==> config.mk <==
export PLATFORM = sky130hd
export DESIGN_NAME = fupc_top
export DESIGN_NICKNAME = d
export VERILOG_FILES = /design/src/rtl/fupc_top.v /design/src/rtl/fupc_cnt.v /design/src/rtl/fupc_avs_if.v
export VERILOG_INCLUDE_DIRS = /design/src /design/src/shared
export SDC_FILE = /design/constraint.sdc
export NUM_CORES = 1
export LEC_CHECK = 0
export ABC_AREA = 1
export BUFFER_PORTS_ARGS = -buffer_cell sky130_fd_sc_hd__buf_2
export CAP_MARGIN = 0
export CORE_UTILIZATION = 35
export DETAILED_ROUTE_END_ITERATION = 8
export PLACE_DENSITY = 0.53
export SLEW_MARGIN = 20
export SYNTH_ARGS = -nofsm -noshare
export SYNTH_HDL_FRONTEND = slang
export SYNTH_SLANG_ARGS = --single-unit
==> constraint.sdc <==
create_clock -name clk -period 3.4 [get_ports clk]
set_input_delay 0.17 -clock clk [delete_from_list [all_inputs] [get_ports clk]]
set_output_delay 0.17 -clock clk [all_outputs]
set_load 0.01 [all_outputs]
==> src/shared/fupc_defs.vh <==
// Register map, key codes, field positions and timing for the flash user program control block
`ifndef FUPC_DEFS_VH
`define FUPC_DEFS_VH

// Byte offsets on the register bus
`define FUPC_OFS_KEY      5'h00
`define FUPC_OFS_CON      5'h04
`define FUPC_OFS_SECH     5'h08
`define FUPC_OFS_SECL     5'h0C
`define FUPC_OFS_ADRH     5'h10
`define FUPC_OFS_ADRL     5'h14
`define FUPC_OFS_DATA     5'h18
`define FUPC_OFS_STAT     5'h1C

// Key and command codes
`define FUPC_KEY_ENABLE   8'hA5
`define FUPC_KEY_DISABLE  8'h00
`define FUPC_CMD_ERASE    8'hA1
`define FUPC_CMD_PROG     8'hA2
`define FUPC_CMD_READ     8'hA3
`define FUPC_CMD_LOCK     8'hA4
`define FUPC_CMD_CANCEL   8'h00

// Flash array command encodings
`define FUPC_FL_ERASE     2'h0
`define FUPC_FL_PROG      2'h1
`define FUPC_FL_READ      2'h2
`define FUPC_FL_LOCK      2'h3

// Control register fields
`define FUPC_CON_BUSY_BIT 0
`define FUPC_CON_LOCK_BIT 2
`define FUPC_CON_FAIL_BIT 3

// Status register fields
`define FUPC_ST_MODE_BIT  0
`define FUPC_ST_BUSY_BIT  1
`define FUPC_ST_IRQ_BIT   2
`define FUPC_ST_SUB_BIT   3

// Reset values
`define FUPC_RST_BYTE     8'h00

// Sector size is 128 bytes: low 7 address bits are forced to zero
`define FUPC_SECT_LSB     7

// Settling time after an erase start (two dummy instruction slots)
`define FUPC_GUARD_NS     10
`define FUPC_CLK_MHZ      200

`endif

==> src/rtl/fupc_top.v <==
// Flash user program mode controller with Avalon-MM register access
//
// Summary of operation
// - In user mode offer sector erase, byte program, byte read and hard lock.
// - No command sets read protection; it is only a tool programming option.
// - User program mode is refused while the CPU runs from the subsystem clock.
// - Any pending interrupt request aborts user program mode, even with interrupts disabled.
// - Masked requests abort too; only peripheral enables prevent the abort.
// - Writing A5h to the user mode key register enables user program mode.
// - Sector high and low registers select a 128-byte sector, e.g. 1000h-107Fh.
// - Writing A1h to the control register starts an erase; two dummy slots follow.
// - Writing zero to the key register disables user program mode.
// - Control bit 3 reads one after a failed sector erase.
// - Writing zero to the control register cancels the selected erase.
//
// Added by the designer: the placing of the registers and the Avalon-MM slave port.
`timescale 1ns/1ps
`include "fupc_defs.vh"
module fupc_top #(
   parameter IRQ_W = 8
) (
   input  wire             clk,
   input  wire             nrst,
   input  wire [4:0]       avs_address,
   input  wire             avs_read,
   input  wire             avs_write,
   input  wire [31:0]      avs_writedata,
   input  wire [3:0]       avs_byteenable,
   output reg  [31:0]      avs_readdata,
   output wire             avs_waitrequest,
   input  wire [IRQ_W-1:0] irq_req,
   input  wire             cpu_on_subclk,
   output wire             fl_req,
   output reg  [1:0]       fl_cmd,
   output reg  [15:0]      fl_addr,
   output reg  [7:0]       fl_wdata,
   output reg              fl_abort,
   input  wire             fl_ack,
   input  wire             fl_fail,
   input  wire [7:0]       fl_rdata,
   output wire             mode_active
);
   localparam ST_IDLE  = 2'd0;
   localparam ST_GUARD = 2'd1;
   localparam ST_RUN   = 2'd2;

   localparam integer GUARD_RAW = (`FUPC_GUARD_NS * `FUPC_CLK_MHZ + 999) / 1000;
   localparam integer GUARD_CYC = (GUARD_RAW < 1) ? 1 : GUARD_RAW;
   localparam [3:0]   GUARD_LD  = GUARD_CYC[3:0];

   reg        mode_q;
   reg [1:0]  state_q;
   reg [1:0]  state_d;
   reg [7:0]  sech_q;
   reg [7:0]  secl_q;
   reg [7:0]  adrh_q;
   reg [7:0]  adrl_q;
   reg [7:0]  data_q;
   reg        fail_q;
   reg        lock_q;
   reg        irq_abort_q;
   reg        sub_refused_q;
   reg [31:0] rd_mux;

   wire       accept;
   wire       capture;
   wire       guard_run;
   wire       guard_load;
   wire       wr_acc;
   wire [7:0] wb;
   wire       irq_any;
   wire       abort_cond;
   wire       busy;
   wire       wr_key;
   wire       wr_con;
   wire       idle_cmd;
   wire       cmd_erase;
   wire       cmd_prog;
   wire       cmd_read;
   wire       cmd_lock;
   wire       cmd_cancel;
   wire       cmd_start;

   fupc_avs_if u_bus (
      .clk         (clk),
      .nrst        (nrst),
      .read        (avs_read),
      .write       (avs_write),
      .stall       (guard_run),
      .waitrequest (avs_waitrequest),
      .accept      (accept),
      .capture     (capture)
   );

   fupc_cnt #(
      .W (4)
   ) u_guard (
      .clk     (clk),
      .nrst    (nrst),
      .load    (guard_load),
      .value   (GUARD_LD),
      .clear   (abort_cond),
      .running (guard_run)
   );

   assign wr_acc      = accept & avs_write & avs_byteenable[0];
   assign wb          = avs_writedata[7:0];
   assign irq_any     = |irq_req;
   assign abort_cond  = irq_any | cpu_on_subclk;
   assign busy        = (state_q != ST_IDLE);
   assign wr_key      = wr_acc & (avs_address == `FUPC_OFS_KEY);
   assign wr_con      = wr_acc & (avs_address == `FUPC_OFS_CON);
   assign idle_cmd    = wr_con & mode_q & ~busy & ~abort_cond;
   // Hard lock blocks every modifying command until reset
   assign cmd_erase   = idle_cmd & (wb == `FUPC_CMD_ERASE) & ~lock_q;
   assign cmd_prog    = idle_cmd & (wb == `FUPC_CMD_PROG) & ~lock_q;
   assign cmd_read    = idle_cmd & (wb == `FUPC_CMD_READ);
   assign cmd_lock    = idle_cmd & (wb == `FUPC_CMD_LOCK) & ~lock_q;
   // Any other code, read protection included, falls through unused
   assign cmd_start   = cmd_erase | cmd_prog | cmd_read | cmd_lock;
   assign cmd_cancel  = wr_con & (wb == `FUPC_CMD_CANCEL) & busy;
   assign guard_load  = cmd_erase;
   assign fl_req      = (state_q == ST_RUN);
   assign mode_active = mode_q;

   // User mode key
   always @(posedge clk or negedge nrst) begin
      if (!nrst) begin
         mode_q <= 1'b0;
      end else if (abort_cond) begin
         mode_q <= 1'b0;
      end else if (wr_key && wb == `FUPC_KEY_ENABLE) begin
         mode_q <= 1'b1;
      end else if (wr_key && wb == `FUPC_KEY_DISABLE) begin
         mode_q <= 1'b0;
      end
   end

   // Sticky causes of lost mode; a new key write clears, a new event wins
   always @(posedge clk or negedge nrst) begin
      if (!nrst) begin
         irq_abort_q   <= 1'b0;
         sub_refused_q <= 1'b0;
      end else begin
         if ((mode_q || busy) && irq_any) begin
            irq_abort_q <= 1'b1;
         end else if (wr_key) begin
            irq_abort_q <= 1'b0;
         end
         if (cpu_on_subclk && (mode_q || wr_key)) begin
            sub_refused_q <= 1'b1;
         end else if (wr_key) begin
            sub_refused_q <= 1'b0;
         end
      end
   end

   // Address and data registers; bus writes ignored while busy, data takes the read result
   always @(posedge clk or negedge nrst) begin
      if (!nrst) begin
         sech_q <= `FUPC_RST_BYTE;
         secl_q <= `FUPC_RST_BYTE;
         adrh_q <= `FUPC_RST_BYTE;
         adrl_q <= `FUPC_RST_BYTE;
         data_q <= `FUPC_RST_BYTE;
      end else begin
         if (wr_acc && !busy) begin
            case (avs_address)
               `FUPC_OFS_SECH: sech_q <= wb;
               `FUPC_OFS_SECL: secl_q <= wb;
               `FUPC_OFS_ADRH: adrh_q <= wb;
               `FUPC_OFS_ADRL: adrl_q <= wb;
               `FUPC_OFS_DATA: data_q <= wb;
               default: ;
            endcase
         end
         if (state_q == ST_RUN && fl_ack && fl_cmd == `FUPC_FL_READ) begin
            data_q <= fl_rdata;
         end
      end
   end

   // Sequencer next state
   always @* begin
      state_d = state_q;
      case (state_q)
         ST_IDLE: begin
            if (cmd_erase) begin
               state_d = ST_GUARD;
            end else if (cmd_prog || cmd_read || cmd_lock) begin
               state_d = ST_RUN;
            end
         end
         ST_GUARD: begin
            if (abort_cond || cmd_cancel) begin
               state_d = ST_IDLE;
            end else if (!guard_run) begin
               state_d = ST_RUN;
            end
         end
         ST_RUN: begin
            if (fl_ack) begin
               state_d = ST_IDLE;
            end else if (abort_cond || cmd_cancel) begin
               state_d = ST_IDLE;
            end
         end
         default: state_d = ST_IDLE;
      endcase
   end

   always @(posedge clk or negedge nrst) begin
      if (!nrst) begin
         state_q <= ST_IDLE;
      end else begin
         state_q <= state_d;
      end
   end

   // Flash command, address and write data are latched at command start
   always @(posedge clk or negedge nrst) begin
      if (!nrst) begin
         fl_cmd   <= `FUPC_FL_ERASE;
         fl_addr  <= 16'h0000;
         fl_wdata <= 8'h00;
      end else if (cmd_start) begin
         fl_wdata <= data_q;
         if (cmd_erase) begin
            fl_cmd  <= `FUPC_FL_ERASE;
            fl_addr <= {sech_q, secl_q[7], 7'h00};
         end else if (cmd_prog) begin
            fl_cmd  <= `FUPC_FL_PROG;
            fl_addr <= {adrh_q, adrl_q};
         end else if (cmd_read) begin
            fl_cmd  <= `FUPC_FL_READ;
            fl_addr <= {adrh_q, adrl_q};
         end else begin
            fl_cmd  <= `FUPC_FL_LOCK;
            fl_addr <= {adrh_q, adrl_q};
         end
      end
   end

   // Abort pulse tells the array to stop an operation already handed over
   always @(posedge clk or negedge nrst) begin
      if (!nrst) begin
         fl_abort <= 1'b0;
      end else begin
         fl_abort <= (state_q == ST_RUN) & ~fl_ack & (abort_cond | cmd_cancel);
      end
   end

   // Erase failure flag; an erase cut short by an abort also counts as failed
   always @(posedge clk or negedge nrst) begin
      if (!nrst) begin
         fail_q <= 1'b0;
      end else if (cmd_erase) begin
         fail_q <= 1'b0;
      end else if (busy && fl_cmd == `FUPC_FL_ERASE) begin
         if (state_q == ST_RUN && fl_ack) begin
            fail_q <= fl_fail;
         end else if (abort_cond) begin
            fail_q <= 1'b1;
         end
      end
   end

   // Hard lock protection holds until reset
   always @(posedge clk or negedge nrst) begin
      if (!nrst) begin
         lock_q <= 1'b0;
      end else if (state_q == ST_RUN && fl_ack && fl_cmd == `FUPC_FL_LOCK && !fl_fail) begin
         lock_q <= 1'b1;
      end
   end

   // Read data path
   always @* begin
      rd_mux = 32'h00000000;
      case (avs_address)
         `FUPC_OFS_KEY:  rd_mux[0] = mode_q;
         `FUPC_OFS_CON: begin
            rd_mux[`FUPC_CON_BUSY_BIT] = busy;
            rd_mux[`FUPC_CON_LOCK_BIT] = lock_q;
            rd_mux[`FUPC_CON_FAIL_BIT] = fail_q;
         end
         `FUPC_OFS_SECH: rd_mux[7:0] = sech_q;
         `FUPC_OFS_SECL: rd_mux[7:0] = secl_q;
         `FUPC_OFS_ADRH: rd_mux[7:0] = adrh_q;
         `FUPC_OFS_ADRL: rd_mux[7:0] = adrl_q;
         `FUPC_OFS_DATA: rd_mux[7:0] = data_q;
         `FUPC_OFS_STAT: begin
            rd_mux[`FUPC_ST_MODE_BIT] = mode_q;
            rd_mux[`FUPC_ST_BUSY_BIT] = busy;
            rd_mux[`FUPC_ST_IRQ_BIT]  = irq_abort_q;
            rd_mux[`FUPC_ST_SUB_BIT]  = sub_refused_q;
         end
         default: rd_mux = 32'h00000000;
      endcase
   end

   always @(posedge clk or negedge nrst) begin
      if (!nrst) begin
         avs_readdata <= 32'h00000000;
      end else if (capture) begin
         avs_readdata <= rd_mux;
      end
   end
endmodule

==> src/rtl/fupc_cnt.v <==
// Down counter that times the settling window after an erase start
`timescale 1ns/1ps
module fupc_cnt #(
   parameter W = 4
) (
   input  wire         clk,
   input  wire         nrst,
   input  wire         load,
   input  wire [W-1:0] value,
   input  wire         clear,
   output wire         running
);
   reg [W-1:0] cnt_q;

   always @(posedge clk or negedge nrst) begin
      if (!nrst) begin
         cnt_q <= {W{1'b0}};
      end else if (clear) begin
         cnt_q <= {W{1'b0}};
      end else if (load) begin
         cnt_q <= value;
      end else if (cnt_q != {W{1'b0}}) begin
         cnt_q <= cnt_q - {{(W-1){1'b0}}, 1'b1};
      end
   end

   assign running = (cnt_q != {W{1'b0}});
endmodule

==> src/rtl/fupc_avs_if.v <==
// Avalon-MM slave handshake: one wait cycle per access, extra wait while stalled
`timescale 1ns/1ps
module fupc_avs_if (
   input  wire clk,
   input  wire nrst,
   input  wire read,
   input  wire write,
   input  wire stall,
   output wire waitrequest,
   output wire accept,
   output wire capture
);
   reg phase_q;
   wire req;

   assign req         = read | write;
   assign accept      = req & phase_q & ~stall;
   assign waitrequest = req & ~accept;
   // Read data is sampled every waiting cycle so it is fresh at the accept edge
   assign capture     = read & ~accept;

   always @(posedge clk or negedge nrst) begin
      if (!nrst) begin
         phase_q <= 1'b0;
      end else begin
         phase_q <= req & ~accept;
      end
   end
endmodule

Word-level counts from Yosys, hierarchy flattened
Index checks and enable logic that the tools add are counted.

Flip-flop bits (word level): 87. Latch bits: 0. Memory bits (writable): 0. ROM bits: 0. Output and inout port bits: 62. Memories: 0.

Add/sub/neg operators: 1. Multipliers: 0. Div/mod/pow operators: 0. $lt $le $gt $ge: 0. Equality and inequality tests: 19. Shift operators: 0. Muxes and demuxes: 31. Bitwise logic cells: 34. Reduce and logical (&&, ||, !) cells: 40.

Operator list (number): $eq 8x8->1 const B (5); $mux 8 (3); $and 1x1->1 (22); $eq 5x5->1 const B (4); $pmux 4 s5 (1); $mux 16 (1); $mux 2 (8); $pmux 2 s7 (1); $mux 4 (3); $reduce_and 2->1 (6); $reduce_bool 2->1 (6); $mux 1 (11); $eq 5x4->1 const B (2); $logic_and 1x1->1 (10); $reduce_bool 3->1 (3); $logic_not 8->1 (1); $reduce_or 8->1 (1); $pmux 1 s7 (1); $eq 2x2->1 const B (3); $ne 3x3->1 const B (2); $not 1->1 (6); $or 1x1->1 (6); $pmux 1 s6 (1); $pmux 2 s3 (1); other kinds (11) (17).

Depth between registers and ports, before layout
Gate-level depths: netlist of the first run.

Depth in word-level cells: 16. Gate-level depth with buffers: 13. Depth with buffers taken out: 12.

By module
A second synthesis of the first run with hierarchy kept.

Cell total of the unflattened synthesis: 590. Area total of the unflattened synthesis: 4568.1 µm².

Modules (own cells, without submodules): fupc_top (instances 1, cells an instance 539, area each 4230.3 µm², seq. area each 2052.0 µm²); fupc_cnt (instances 1, cells an instance 41, area each 276.5 µm², seq. area each 100.1 µm²); fupc_avs_if (instances 1, cells an instance 10, area each 61.3 µm², seq. area each 25.0 µm²).

Worst setup path after synthesis of the first run
No wires, ideal clock.

Path type: register to register. From: register u_guard.cnt_q[0]. To: register fl_wdata[1]. Data arrival time: 1.618 ns. Data required time: 3.282 ns. Setup slack: 1.665 ns. Cell stages (with the launch flop): 13. Period minus slack after synthesis: 1.735 ns. Cell sequence: dfrtp_1 > inv_1 > ha_1 > nand2_2 > nor2_4 > nand3b_4 > nor2_8 > nand3_4 > nand2_8 > inv_4 > buf_6 > nand2_1 > o21ai_2.

Cells in the longest elaborated chain, start to end: 14.

Ends and longest elaborated chain: start, declared (RTL line fupc_cnt.v:13) `reg [W-1:0] cnt_q;`; start signal, assigned (RTL line fupc_cnt.v:17) `cnt_q <= {W{1'b0}};`; start signal, assigned (RTL line fupc_cnt.v:19) `cnt_q <= {W{1'b0}};`; start signal, assigned (RTL line fupc_cnt.v:21) `cnt_q <= value;`; $reduce_bool 4->1 (*) (RTL line fupc_cnt.v:27) `assign running = (cnt_q != {W{1'b0}});`; $not 1->1 (*) (RTL line fupc_avs_if.v:17) `assign accept = req & phase_q & ~stall;`; $and 1x1->1 (*) (RTL line fupc_avs_if.v:17); $and 1x1->1 (*) (2 in a row) (RTL line fupc_top.v:106) `assign wr_acc = accept & avs_write & avs_byteenable[0];`; $and 1x1->1 (*) (RTL line fupc_top.v:112) `` assign wr_con = wr_acc & (avs_address == `FUPC_OFS_CON); ``; $and 1x1->1 (*) (3 in a row) (RTL line fupc_top.v:113) `assign idle_cmd = wr_con & mode_q & ~busy & ~abort_cond;`; $and 1x1->1 (on tied branches) (2 in a row) (RTL line fupc_top.v:115, fupc_top.v:116); $or 1x1->1 (2 in a row) (RTL line fupc_top.v:120) `assign cmd_start = cmd_erase | cmd_prog | cmd_read | cmd_lock;`; $or 1x1->1 (*) (RTL line fupc_top.v:120); end signal, assigned (RTL line fupc_top.v:227) `fl_wdata <= data_q;`; end, declared (RTL line fupc_top.v:36) `output reg [7:0] fl_wdata,`.

Every way passes the cells marked *; elsewhere a longest branch is shown, timed or not. A chain may end at the register's enable or synchronous reset.

Worst setup path after layout of the first run
From: register u_guard.cnt_q[0]. To: register fl_wdata[2].

Same word-level chain as after synthesis.

==> impl_summary.txt, run 1 <==
----------------------------------------------------
[GRT]
  Wire length of the first global-routing pass ... 18.86 mm
  Number of global-route vias before repair ... 3664
  Number of antenna violations at the first check in global routing ... 0
  Gr usage total ... 0.1866
  Maximum number of pins on one net before global-route repair ... 48
  GRT Residual Overflow ... 0

[Outcome]
  Status ... finished clean

[Yosys]
  Simple-gate share of the synthesized area ... 0.2823
  Cell types with the largest area share after synthesis ... sky130_fd_sc_hd__dfrtp_1 (47%), sky130_fd_sc_hd__nand2_1 (13%), sky130_fd_sc_hd__o21ai_0 (6.4%), sky130_fd_sc_hd__inv_1 (4.6%), sky130_fd_sc_hd__buf_4 (4.1%)
  Proportion of synthesized flip-flops having asynchronous set or reset ... 1.000
  Post-synth top area cell ... sky130_fd_sc_hd__dfrtp_1
  Leading cell types by count after synthesis ... sky130_fd_sc_hd__nand2_1 (164), sky130_fd_sc_hd__dfrtp_1 (87), sky130_fd_sc_hd__o21ai_0 (59), sky130_fd_sc_hd__inv_1 (56), sky130_fd_sc_hd__nand3_1 (33)
  Sequential fraction of the synthesis area ... 0.4746
  Avg Cell Area, Syn ... 8.206 um2
  Number of enable flip-flop cells after synthesis ... 0
  Synth Area in Compound Gates ... 0.1233
  Combined area of all synthesized cells ... 4587 um2
  Combinational family with the most area after synthesis ... simple AND/OR/NAND/NOR gates
  Portion of netlist area occupied by mux cells ... 0
  Share of synthesized cell area in full adder, half adder and majority cells ... 0.002728
  Count leader, synth ... sky130_fd_sc_hd__nand2_1
  Xor/xnor share of the synthesized area ... 0.001909
  Top-area cell type share of the netlist area ... 0.4746
  Yosys warning total ... 0
  Synth Register Bits ... 87
  Syn Inst Count ... 559
  Main synth FF type ... sky130_fd_sc_hd__dfrtp_1
  Post-synthesis cell type count ... 40

[STA]
  Max-slew headroom ... 0.5524
  Hold_ws ... 89.94 ps
  Setup_tns ... 0 ps
  Worst clock skew ... 7.801 ps
  RSZ-0062 raised after global routing ... no
  Count of final hold-check violations ... 0
  Crit path time final ... 2161 ps
  Setup WS post-layout ... 1239 ps
  Fmax ... 462.8 MHz
  Setup violations, final ... 0
  Pins over their slew limit ... 0
  Worst Max-Slew Pin Slew ... 669.2 ps
  Final period util ... 0.6355

[Clock network]
  CTS tree ... yes
  Total clock buffers created by CTS ... 9
  Post-CTS setup buffer count ... 0
  Post-cts resize count ... 0
  Number of buffers between clock root and the deepest sink ... 2
  Clock network latency to the later pin of the worst-skew pair ... 340 ps
  Clock transition time at the flip-flop clock pins of the worst setup and hold paths ... 70 ps
  Root Buffer ... sky130_fd_sc_hd__clkbuf_16
  Total number of H-tree levels ... 3
  Sink count of the clock tree ... 87

[Worst setup path]
  Peak fanout along the critical path ... 32
  Critical path startpoint category ... register
  CP max stage cell ... sky130_fd_sc_hd__dfrtp_1
  CP arrival ... 2380 ps
  Chain of cells forming the critical path ... inv_1 > ha_1 > nand2_2 > nor2_4 > nand3b_4 > nor2_8 > nand3_4 > nand2_8 > inv_4 > nand2_1 > o21ai_2
  Type of element capturing the critical path ... register
  Category of the most critical setup path ... register to register
  Endpoint required time on the critical path ... 3620 ps
  Max stage delay on crit path ... 380 ps

[Drt]
  DRT Wirelength ... 11.76 mm
  Mean routed wirelength per cell ... 14.59 um
  Per-cell via count in the routed design ... 4.783
  Total number of vias ... 3855
  1st-iter DRT viols ... 240
  Number of nets with antenna violations after routing ... 0
  Drt drc ... 0
  Detailed Routing Iterations Pass 1 ... 5

[Place]
  RD Place Congestion ... 0.8489
  Port Buffer Count ... 74
  Worst slack at placement ... 1240 ps
  Detail Placement HPWL ... 8.683 mm

[Floorplan]
  Full die area ... 13570 um2
  Area of the placeable core ... 12720 um2
  Effective utilization at floorplan ... 0.3605
  Number of top-level design ports ... 126
  Site Rows ... 41
  Width of the chip ... 116.5 um
  Die Y ... 116.5 um

[Cells and area]
  Final cell utilization of the core ... 0.4174
  Layout Nets ... 694
  Proportion of layout cells with a drive suffix above 1 ... 0.2161
  Area growth from synthesis to layout ... 15.77%
  Number of antenna repair diodes ... 0
  Number of filler instances in the final layout ... 1338

[Power]
  Flop pwr share ... 0.482
  Static leakage ... 2.676 nW
  Peak VDD IR ... 0.0002060 V
  Switching power ... 581.6 uW
  Internal power summed over all cells ... 1.729 mW
  Part of the power in the clock network ... 0.440
  Power per unit of standard cell area ... 435.1 nW/um2
  Gate power share ... 0.079
  Net switching fraction of the power ... 0.2517
  Post-layout power ... 2.310 mW

[Hold path]
  Kind of path behind the tightest hold check ... input port to register

[Flow run]
  Max cap viols ... 0

----------------------------------------------------
final timing paths:
path / start / endpoint / slack [ps] / cells past startpoint
hold / removal: fl_fail / lock_q$_DFFE_PN0P_ / 90 / 4
setup / recovery: u_guard.cnt_q[0]$_DFFE_PN0P_ / fl_wdata[2]$_DFFE_PN0P_ / 1240 / 11
min in group asynchronous: nrst / fl_wdata[6]$_DFFE_PN0P_ / 360 / 2
max in group asynchronous: nrst / fail_q$_DFFE_PN0P_ / 2410 / 3
setup reg to reg: u_guard.cnt_q[0]$_DFFE_PN0P_ / fl_wdata[2]$_DFFE_PN0P_ / 1240 / 11
hold reg to reg: fl_wdata[4]$_DFFE_PN0P_ / fl_wdata[4]$_DFFE_PN0P_ / 480 / 2
critical path, delay by kind of cell (launching register included):
kind | cells | cell delay (ps)
AOI/OAI and AO/OA | 1 | 50
adders and majority gates | 1 | 180
DFF | 1 | 380
and+or+nand+nor | 7 | 1130
buffers and inverters | 2 | 270
repair_timing:
action / 4_1_cts / 5_1_grt
hold buffers: 1 / 0
endpoints found under the setup margin: 0 / 0
hold endpoints to repair: 40 / 0
metrics by stage:
step | area (um2) | std cells
2_1_floorplan | 4673 | 582
3_5_place_dp | 4996 | 789
5_1_grt | 5310 | 806
6_report | 5310 | 806
4_1_cts | 5310 | 806
3_3_place_gp | 4969 | 788
final cells by class:
type	count	area [um2]	area share
sequential	87	2177	0.4100
multi-input combinational	394	1972	0.3713
timing repair buffer	76	410.4	0.07729
clock buffer	10	239.0	0.04500
inverter	61	231.5	0.04359
tap	172	215.2	0.04053
clock inverter	6	65.06	0.01225
registers in the layout (all words and copies together) (netlist names):
name	cells
adrh_q	8
adrl_q	8
avs_readdata	8
data_q	8
fail_q	1
fl_abort	1
fl_addr	16
fl_cmd	2
fl_wdata	8
irq_abort_q	1
lock_q	1
mode_active	1
sech_q	8
secl_q	8
state_q	2
sub_refused_q	1
u_bus.phase_q	1
u_guard.cnt_q	4
power by group through the flow:
stage	Sequential, mW	Clock [mW]	Combinational, mW
finish	1.11	1.02	0.182
global route	1.12	1.08	0.211
CTS	1.11	1.04	0.185
detailed placement	1.13	0	0.184
global placement	1.13	0	0.175
floorplan	1.12	0	0.116
kinds of logic (layout without fill, tap and decap cells):
family | after synthesis | after routing
AO/OA/AOI/OAI | 98 | 98
XOR/XNOR | 1 | 1
adder cells (fa/ha/maj) | 1 | 1
buffers and inverters | 101 | 153
flip-flops | 87 | 87
other | 1 | 24
AND/OR/NAND/NOR | 270 | 270
per-layer routing:
layer,GRT usage,part of all wire,up-vias
met2,0.2943,0.45,108
met5,0,0,-
li1,-,-,1900
met1,0.2596,0.48,1831
met4,0.07265,0.018,0
met3,0.02595,0.045,16
layout by cell type (no fill, tap or decap), types with 2 or more instances in the layout:
cell type                     n
sky130_fd_sc_hd__o21ai_2      8
sky130_fd_sc_hd__inv_2        4
sky130_fd_sc_hd__o211ai_1     4
sky130_fd_sc_hd__clkbuf_16    9
sky130_fd_sc_hd__clkinv_2     2
sky130_fd_sc_hd__nand2_2      9
sky130_fd_sc_hd__nand3_1     33
sky130_fd_sc_hd__a21oi_1     11
sky130_fd_sc_hd__inv_1       56
sky130_fd_sc_hd__nor2_1      25
sky130_fd_sc_hd__nand4_1     11
sky130_fd_sc_hd__nand3_2      3
sky130_fd_sc_hd__conb_1      24
sky130_fd_sc_hd__buf_2       73
sky130_fd_sc_hd__o21ai_1      4
sky130_fd_sc_hd__inv_6        2
sky130_fd_sc_hd__a22o_1       3
sky130_fd_sc_hd__nor3_1       5
sky130_fd_sc_hd__nor2_2       5
sky130_fd_sc_hd__nand3_4      2
sky130_fd_sc_hd__a31oi_1      2
sky130_fd_sc_hd__a211oi_1     2
sky130_fd_sc_hd__dfrtp_1     87
sky130_fd_sc_hd__o21ai_0     59
sky130_fd_sc_hd__nand2_1    164
sky130_fd_sc_hd__nor3_4       2
sky130_fd_sc_hd__nor2_4       6
(Power assumes the default switching activity.)
==> run 2, diff against run 1 <==
- clock period: 3.4 -> 2.1 ns (I/O delays scaled with it)
==> run 2 against run 1 <==
Maximum frequency increased by 12%. Clock power up 66%. Setup slack got worse by 1100 ps. Largest cell class unchanged. Sequential share of layout area decreased by 0.71 points.
==> impl_summary.txt, run 2 (synthesized netlist as in run 1, its figures left out) <==
----------------------------------------------------
[Floorplan]
  Width of the chip ... 116.5 um (unchanged)
  Effective utilization at floorplan ... 0.3605 (unchanged)
  Area of the placeable core ... 12720 um2 (unchanged)
  Die Y ... 116.5 um (unchanged)
  Full die area ... 13570 um2 (unchanged)
  Number of top-level design ports ... 126 (unchanged)
  Site Rows ... 41 (unchanged)

[GRT]
  GRT Residual Overflow ... 0 (unchanged)
  Number of antenna violations at the first check in global routing ... 0 (unchanged)
  Gr usage total ... 0.1858 (was 0.1866)
  Wire length of the first global-routing pass ... 18.69 mm (was 18.86 mm)
  Maximum number of pins on one net before global-route repair ... 51 (was 48)
  Number of global-route vias before repair ... 3637 (was 3664)

[STA]
  Pins over their slew limit ... 0 (unchanged)
  Count of final hold-check violations ... 0 (unchanged)
  Final period util ... 0.9201 (was 0.6355)
  Setup violations, final ... 0 (unchanged)
  RSZ-0062 raised after global routing ... yes (was no)
  Setup_tns ... 0 ps (unchanged)
  Fmax ... 517.6 MHz (was 462.8 MHz)
  Max-slew headroom ... 0.5482 (was 0.5524)
  Worst Max-Slew Pin Slew ... 677.6 ps (was 669.2 ps)
  Crit path time final ... 1932 ps (was 2161 ps)
  Setup WS post-layout ... 167.9 ps (was 1239 ps)
  Worst clock skew ... 9.707 ps (was 7.801 ps)

[Drt]
  1st-iter DRT viols ... 220 (was 240)
  DRT Wirelength ... 11.86 mm (was 11.76 mm)
  Number of nets with antenna violations after routing ... 0 (unchanged)
  Detailed Routing Iterations Pass 1 ... 5 (unchanged)
  Total number of vias ... 3901 (was 3855)
  Per-cell via count in the routed design ... 4.775 (was 4.783)
  Mean routed wirelength per cell ... 14.52 um (was 14.59 um)
  Drt drc ... 0 (unchanged)

[Cells and area]
  Proportion of layout cells with a drive suffix above 1 ... 0.2326 (was 0.2161)
  Count of non-filler cells in the finished layout ... 817 (was 806)
  Area growth from synthesis to layout ... 17.81% (was 15.77%)
  Number of antenna repair diodes ... 0 (unchanged)
  Register containing the most flip-flops in the final layout ... fl_addr (unchanged)
  Most frequent cells in the layout ... sky130_fd_sc_hd__nand2_1 (162), sky130_fd_sc_hd__dfrtp_1 (87), sky130_fd_sc_hd__buf_2 (73), sky130_fd_sc_hd__o21ai_0 (59), sky130_fd_sc_hd__inv_1 (56) (was sky130_fd_sc_hd__nand2_1 (164), sky130_fd_sc_hd__dfrtp_1 (87), sky130_fd_sc_hd__buf_2 (73), sky130_fd_sc_hd__o21ai_0 (59), sky130_fd_sc_hd__inv_1 (56))
  Number of flip-flops under the largest register name ... 16 (unchanged)
  Most common cell after layout, fill and taps aside ... sky130_fd_sc_hd__nand2_1 (unchanged)
  Final cell utilization of the core ... 0.4248 (was 0.4174)
  Layout Nets ... 705 (was 694)

[Place]
  Detail Placement HPWL ... 8.969 mm (was 8.683 mm)
  Port Buffer Count ... 74 (unchanged)
  Worst slack at placement ... 88.06 ps (was 1240 ps)
  Cell count after placement ... 799 (was 789)
  RD Place Congestion ... 0.8705 (was 0.8489)

[Worst setup path]
  Worst reg2reg path depth ... 11 (unchanged)
  Critical path startpoint ... u_guard.cnt_q[0]$_DFFE_PN0P_ (unchanged)
  Type of element capturing the critical path ... register (unchanged)
  Buffering stage count on the worst path with inverters included ... 2 (unchanged)
  CP arrival ... 2160 ps (was 2380 ps)
  Endpoint required time on the critical path ... 2330 ps (was 3620 ps)
  Peak fanout along the critical path ... 32 (unchanged)
  Critical path startpoint category ... register (unchanged)
  CP max stage cell ... sky130_fd_sc_hd__dfrtp_1 (unchanged)
  Chain of cells forming the critical path ... inv_1 > ha_1 > nand2_2 > nor2_4 > nand3b_4 > nor2_8 > nand3_4 > nand2_8 > inv_8 > nand2_1 > o21ai_2 (was inv_1 > ha_1 > nand2_2 > nor2_4 > nand3b_4 > nor2_8 > nand3_4 > nand2_8 > inv_4 > nand2_1 > o21ai_2)
  Dominant delay contributor by cell family on the critical path ... simple AND/OR/NAND/NOR gates (unchanged)
  Launch point of the worst reg-to-reg path ... u_guard.cnt_q[0]$_DFFE_PN0P_ (unchanged)
  Cell depth of the worst setup path ... 11 (unchanged)
  Max stage delay on crit path ... 380 ps (about the same)
  Category of the most critical setup path ... register to register (unchanged)

[Power]
  Static leakage ... 2.728 nW (was 2.676 nW)
  Peak VDD IR ... 0.0003639 V (was 0.0002060 V)
  Power per unit of standard cell area ... 702.2 nW/um2 (was 435.1 nW/um2)
  Post-layout power ... 3.795 mW (was 2.310 mW)

[Hold path]
  Worst min-delay path startpoint ... fl_fail (unchanged)
  Kind of path behind the tightest hold check ... input port to register (unchanged)
  Worst hold path cell count ... 4 (unchanged)

[Clock network]
  Total clock buffers created by CTS ... 9 (unchanged)
  CTS tree ... yes (unchanged)
  Root Buffer ... sky130_fd_sc_hd__clkbuf_16 (unchanged)
  Total number of H-tree levels ... 3 (unchanged)
  Clock network latency to the later pin of the worst-skew pair ... 340 ps (about the same)
  Sink count of the clock tree ... 87 (unchanged)
  Number of buffers between clock root and the deepest sink ... 2 (unchanged)
  Clock transition time at the flip-flop clock pins of the worst setup and hold paths ... 70 ps (about the same)

[Outcome]
  Status ... finished clean (unchanged)

[Flow run]
  Max cap viols ... 0 (unchanged)

----------------------------------------------------
==> run 2: changes by cell type in the layout (fill, tap and decap cells not counted) <==
| cell | delta |
|---|---|
| sky130_fd_sc_hd__buf_12 | +1 |
| sky130_fd_sc_hd__buf_16 | -1 |
| sky130_fd_sc_hd__buf_4 | +11 |
| sky130_fd_sc_hd__clkinv_2 | -2 |
| sky130_fd_sc_hd__clkinvlp_4 | +1 |
| sky130_fd_sc_hd__inv_4 | -1 |
| sky130_fd_sc_hd__inv_8 | +2 |
| sky130_fd_sc_hd__nand2_1 | -2 |
| sky130_fd_sc_hd__nand2_2 | +2 |
==> run 2: final timing paths <==
path / end / slack, ps
max: fl_wdata[2]$_DFFE_PN0P_ / 170
min: lock_q$_DFFE_PN0P_ / 30
max reg2reg: fl_wdata[2]$_DFFE_PN0P_ / 170
min reg2reg: u_bus.phase_q$_DFF_PN0_ / 470
max in group asynchronous: u_guard.cnt_q[1]$_DFFE_PN0P_ / 1110
min in group asynchronous: fl_wdata[6]$_DFFE_PN0P_ / 340
==> run 2: what timing repair did <==
| item | 4_1_cts | 5_1_grt |
|---|---|---|
| hold endpoints to repair | 49 | 0 |
| gates resized for setup | 0 | 4 |
| hold buffers | 1 | 0 |
| endpoints found under the setup margin | 0 | 11 |
| buffers inserted | 0 | 1 |
==> run 2: layout make-up <==
cell class                      instances  area, um2
Clock buffer                           10      239.0
Fill cell                            1351       7318
Sequential cell                        87       2177
Tap cell                              172      215.2
Timing Repair Buffer                   87      485.5
Multi-Input combinational cell        394       1977
Inverter                               61      236.5
Clock inverter                          6      73.82
==> run 2: where the power goes <==
group | total [mW] | internal [mW] | switching [mW]
registers | 1.80 | 1.75 | 0.0531
logic | 0.303 | 0.0965 | 0.207
clock network | 1.69 | 0.972 | 0.718
total | 3.79 | 2.82 | 0.978
==> run 2: routing by layer <==
| metal | track usage | vias up | share of wire |
|---|---|---|---|
| li1 | - | 1918 | - |
| met1 | 0.2502 | 1856 | 0.47 |
| met2 | 0.2990 | 114 | 0.46 |
| met3 | 0.03166 | 13 | 0.045 |
| met4 | 0.07009 | 0 | 0.017 |
| met5 | 0 | - | 0 |
==> run 2: metrics by stage <==
step                      area, um2  hold WS (ps)
after floorplan                4673        -190.6
after global placement         5064         185.5
after detailed placement       5064         191.9
after CTS                      5386         25.02
after global routing           5404         36.11
final                          5404         32.29
==> run 2: worst register-to-register path, cell delays in order, from the launching register on <==
cell and delay (ps):
sky130_fd_sc_hd__dfrtp_1 380, sky130_fd_sc_hd__inv_1 90, sky130_fd_sc_hd__ha_1 180, sky130_fd_sc_hd__nand2_2 80, sky130_fd_sc_hd__nor2_4 120, sky130_fd_sc_hd__nand3b_4 130, sky130_fd_sc_hd__nor2_8 230, sky130_fd_sc_hd__nand3_4 140
sky130_fd_sc_hd__nand2_8 170, sky130_fd_sc_hd__inv_8 120, sky130_fd_sc_hd__nand2_1 120, sky130_fd_sc_hd__o21ai_2 50
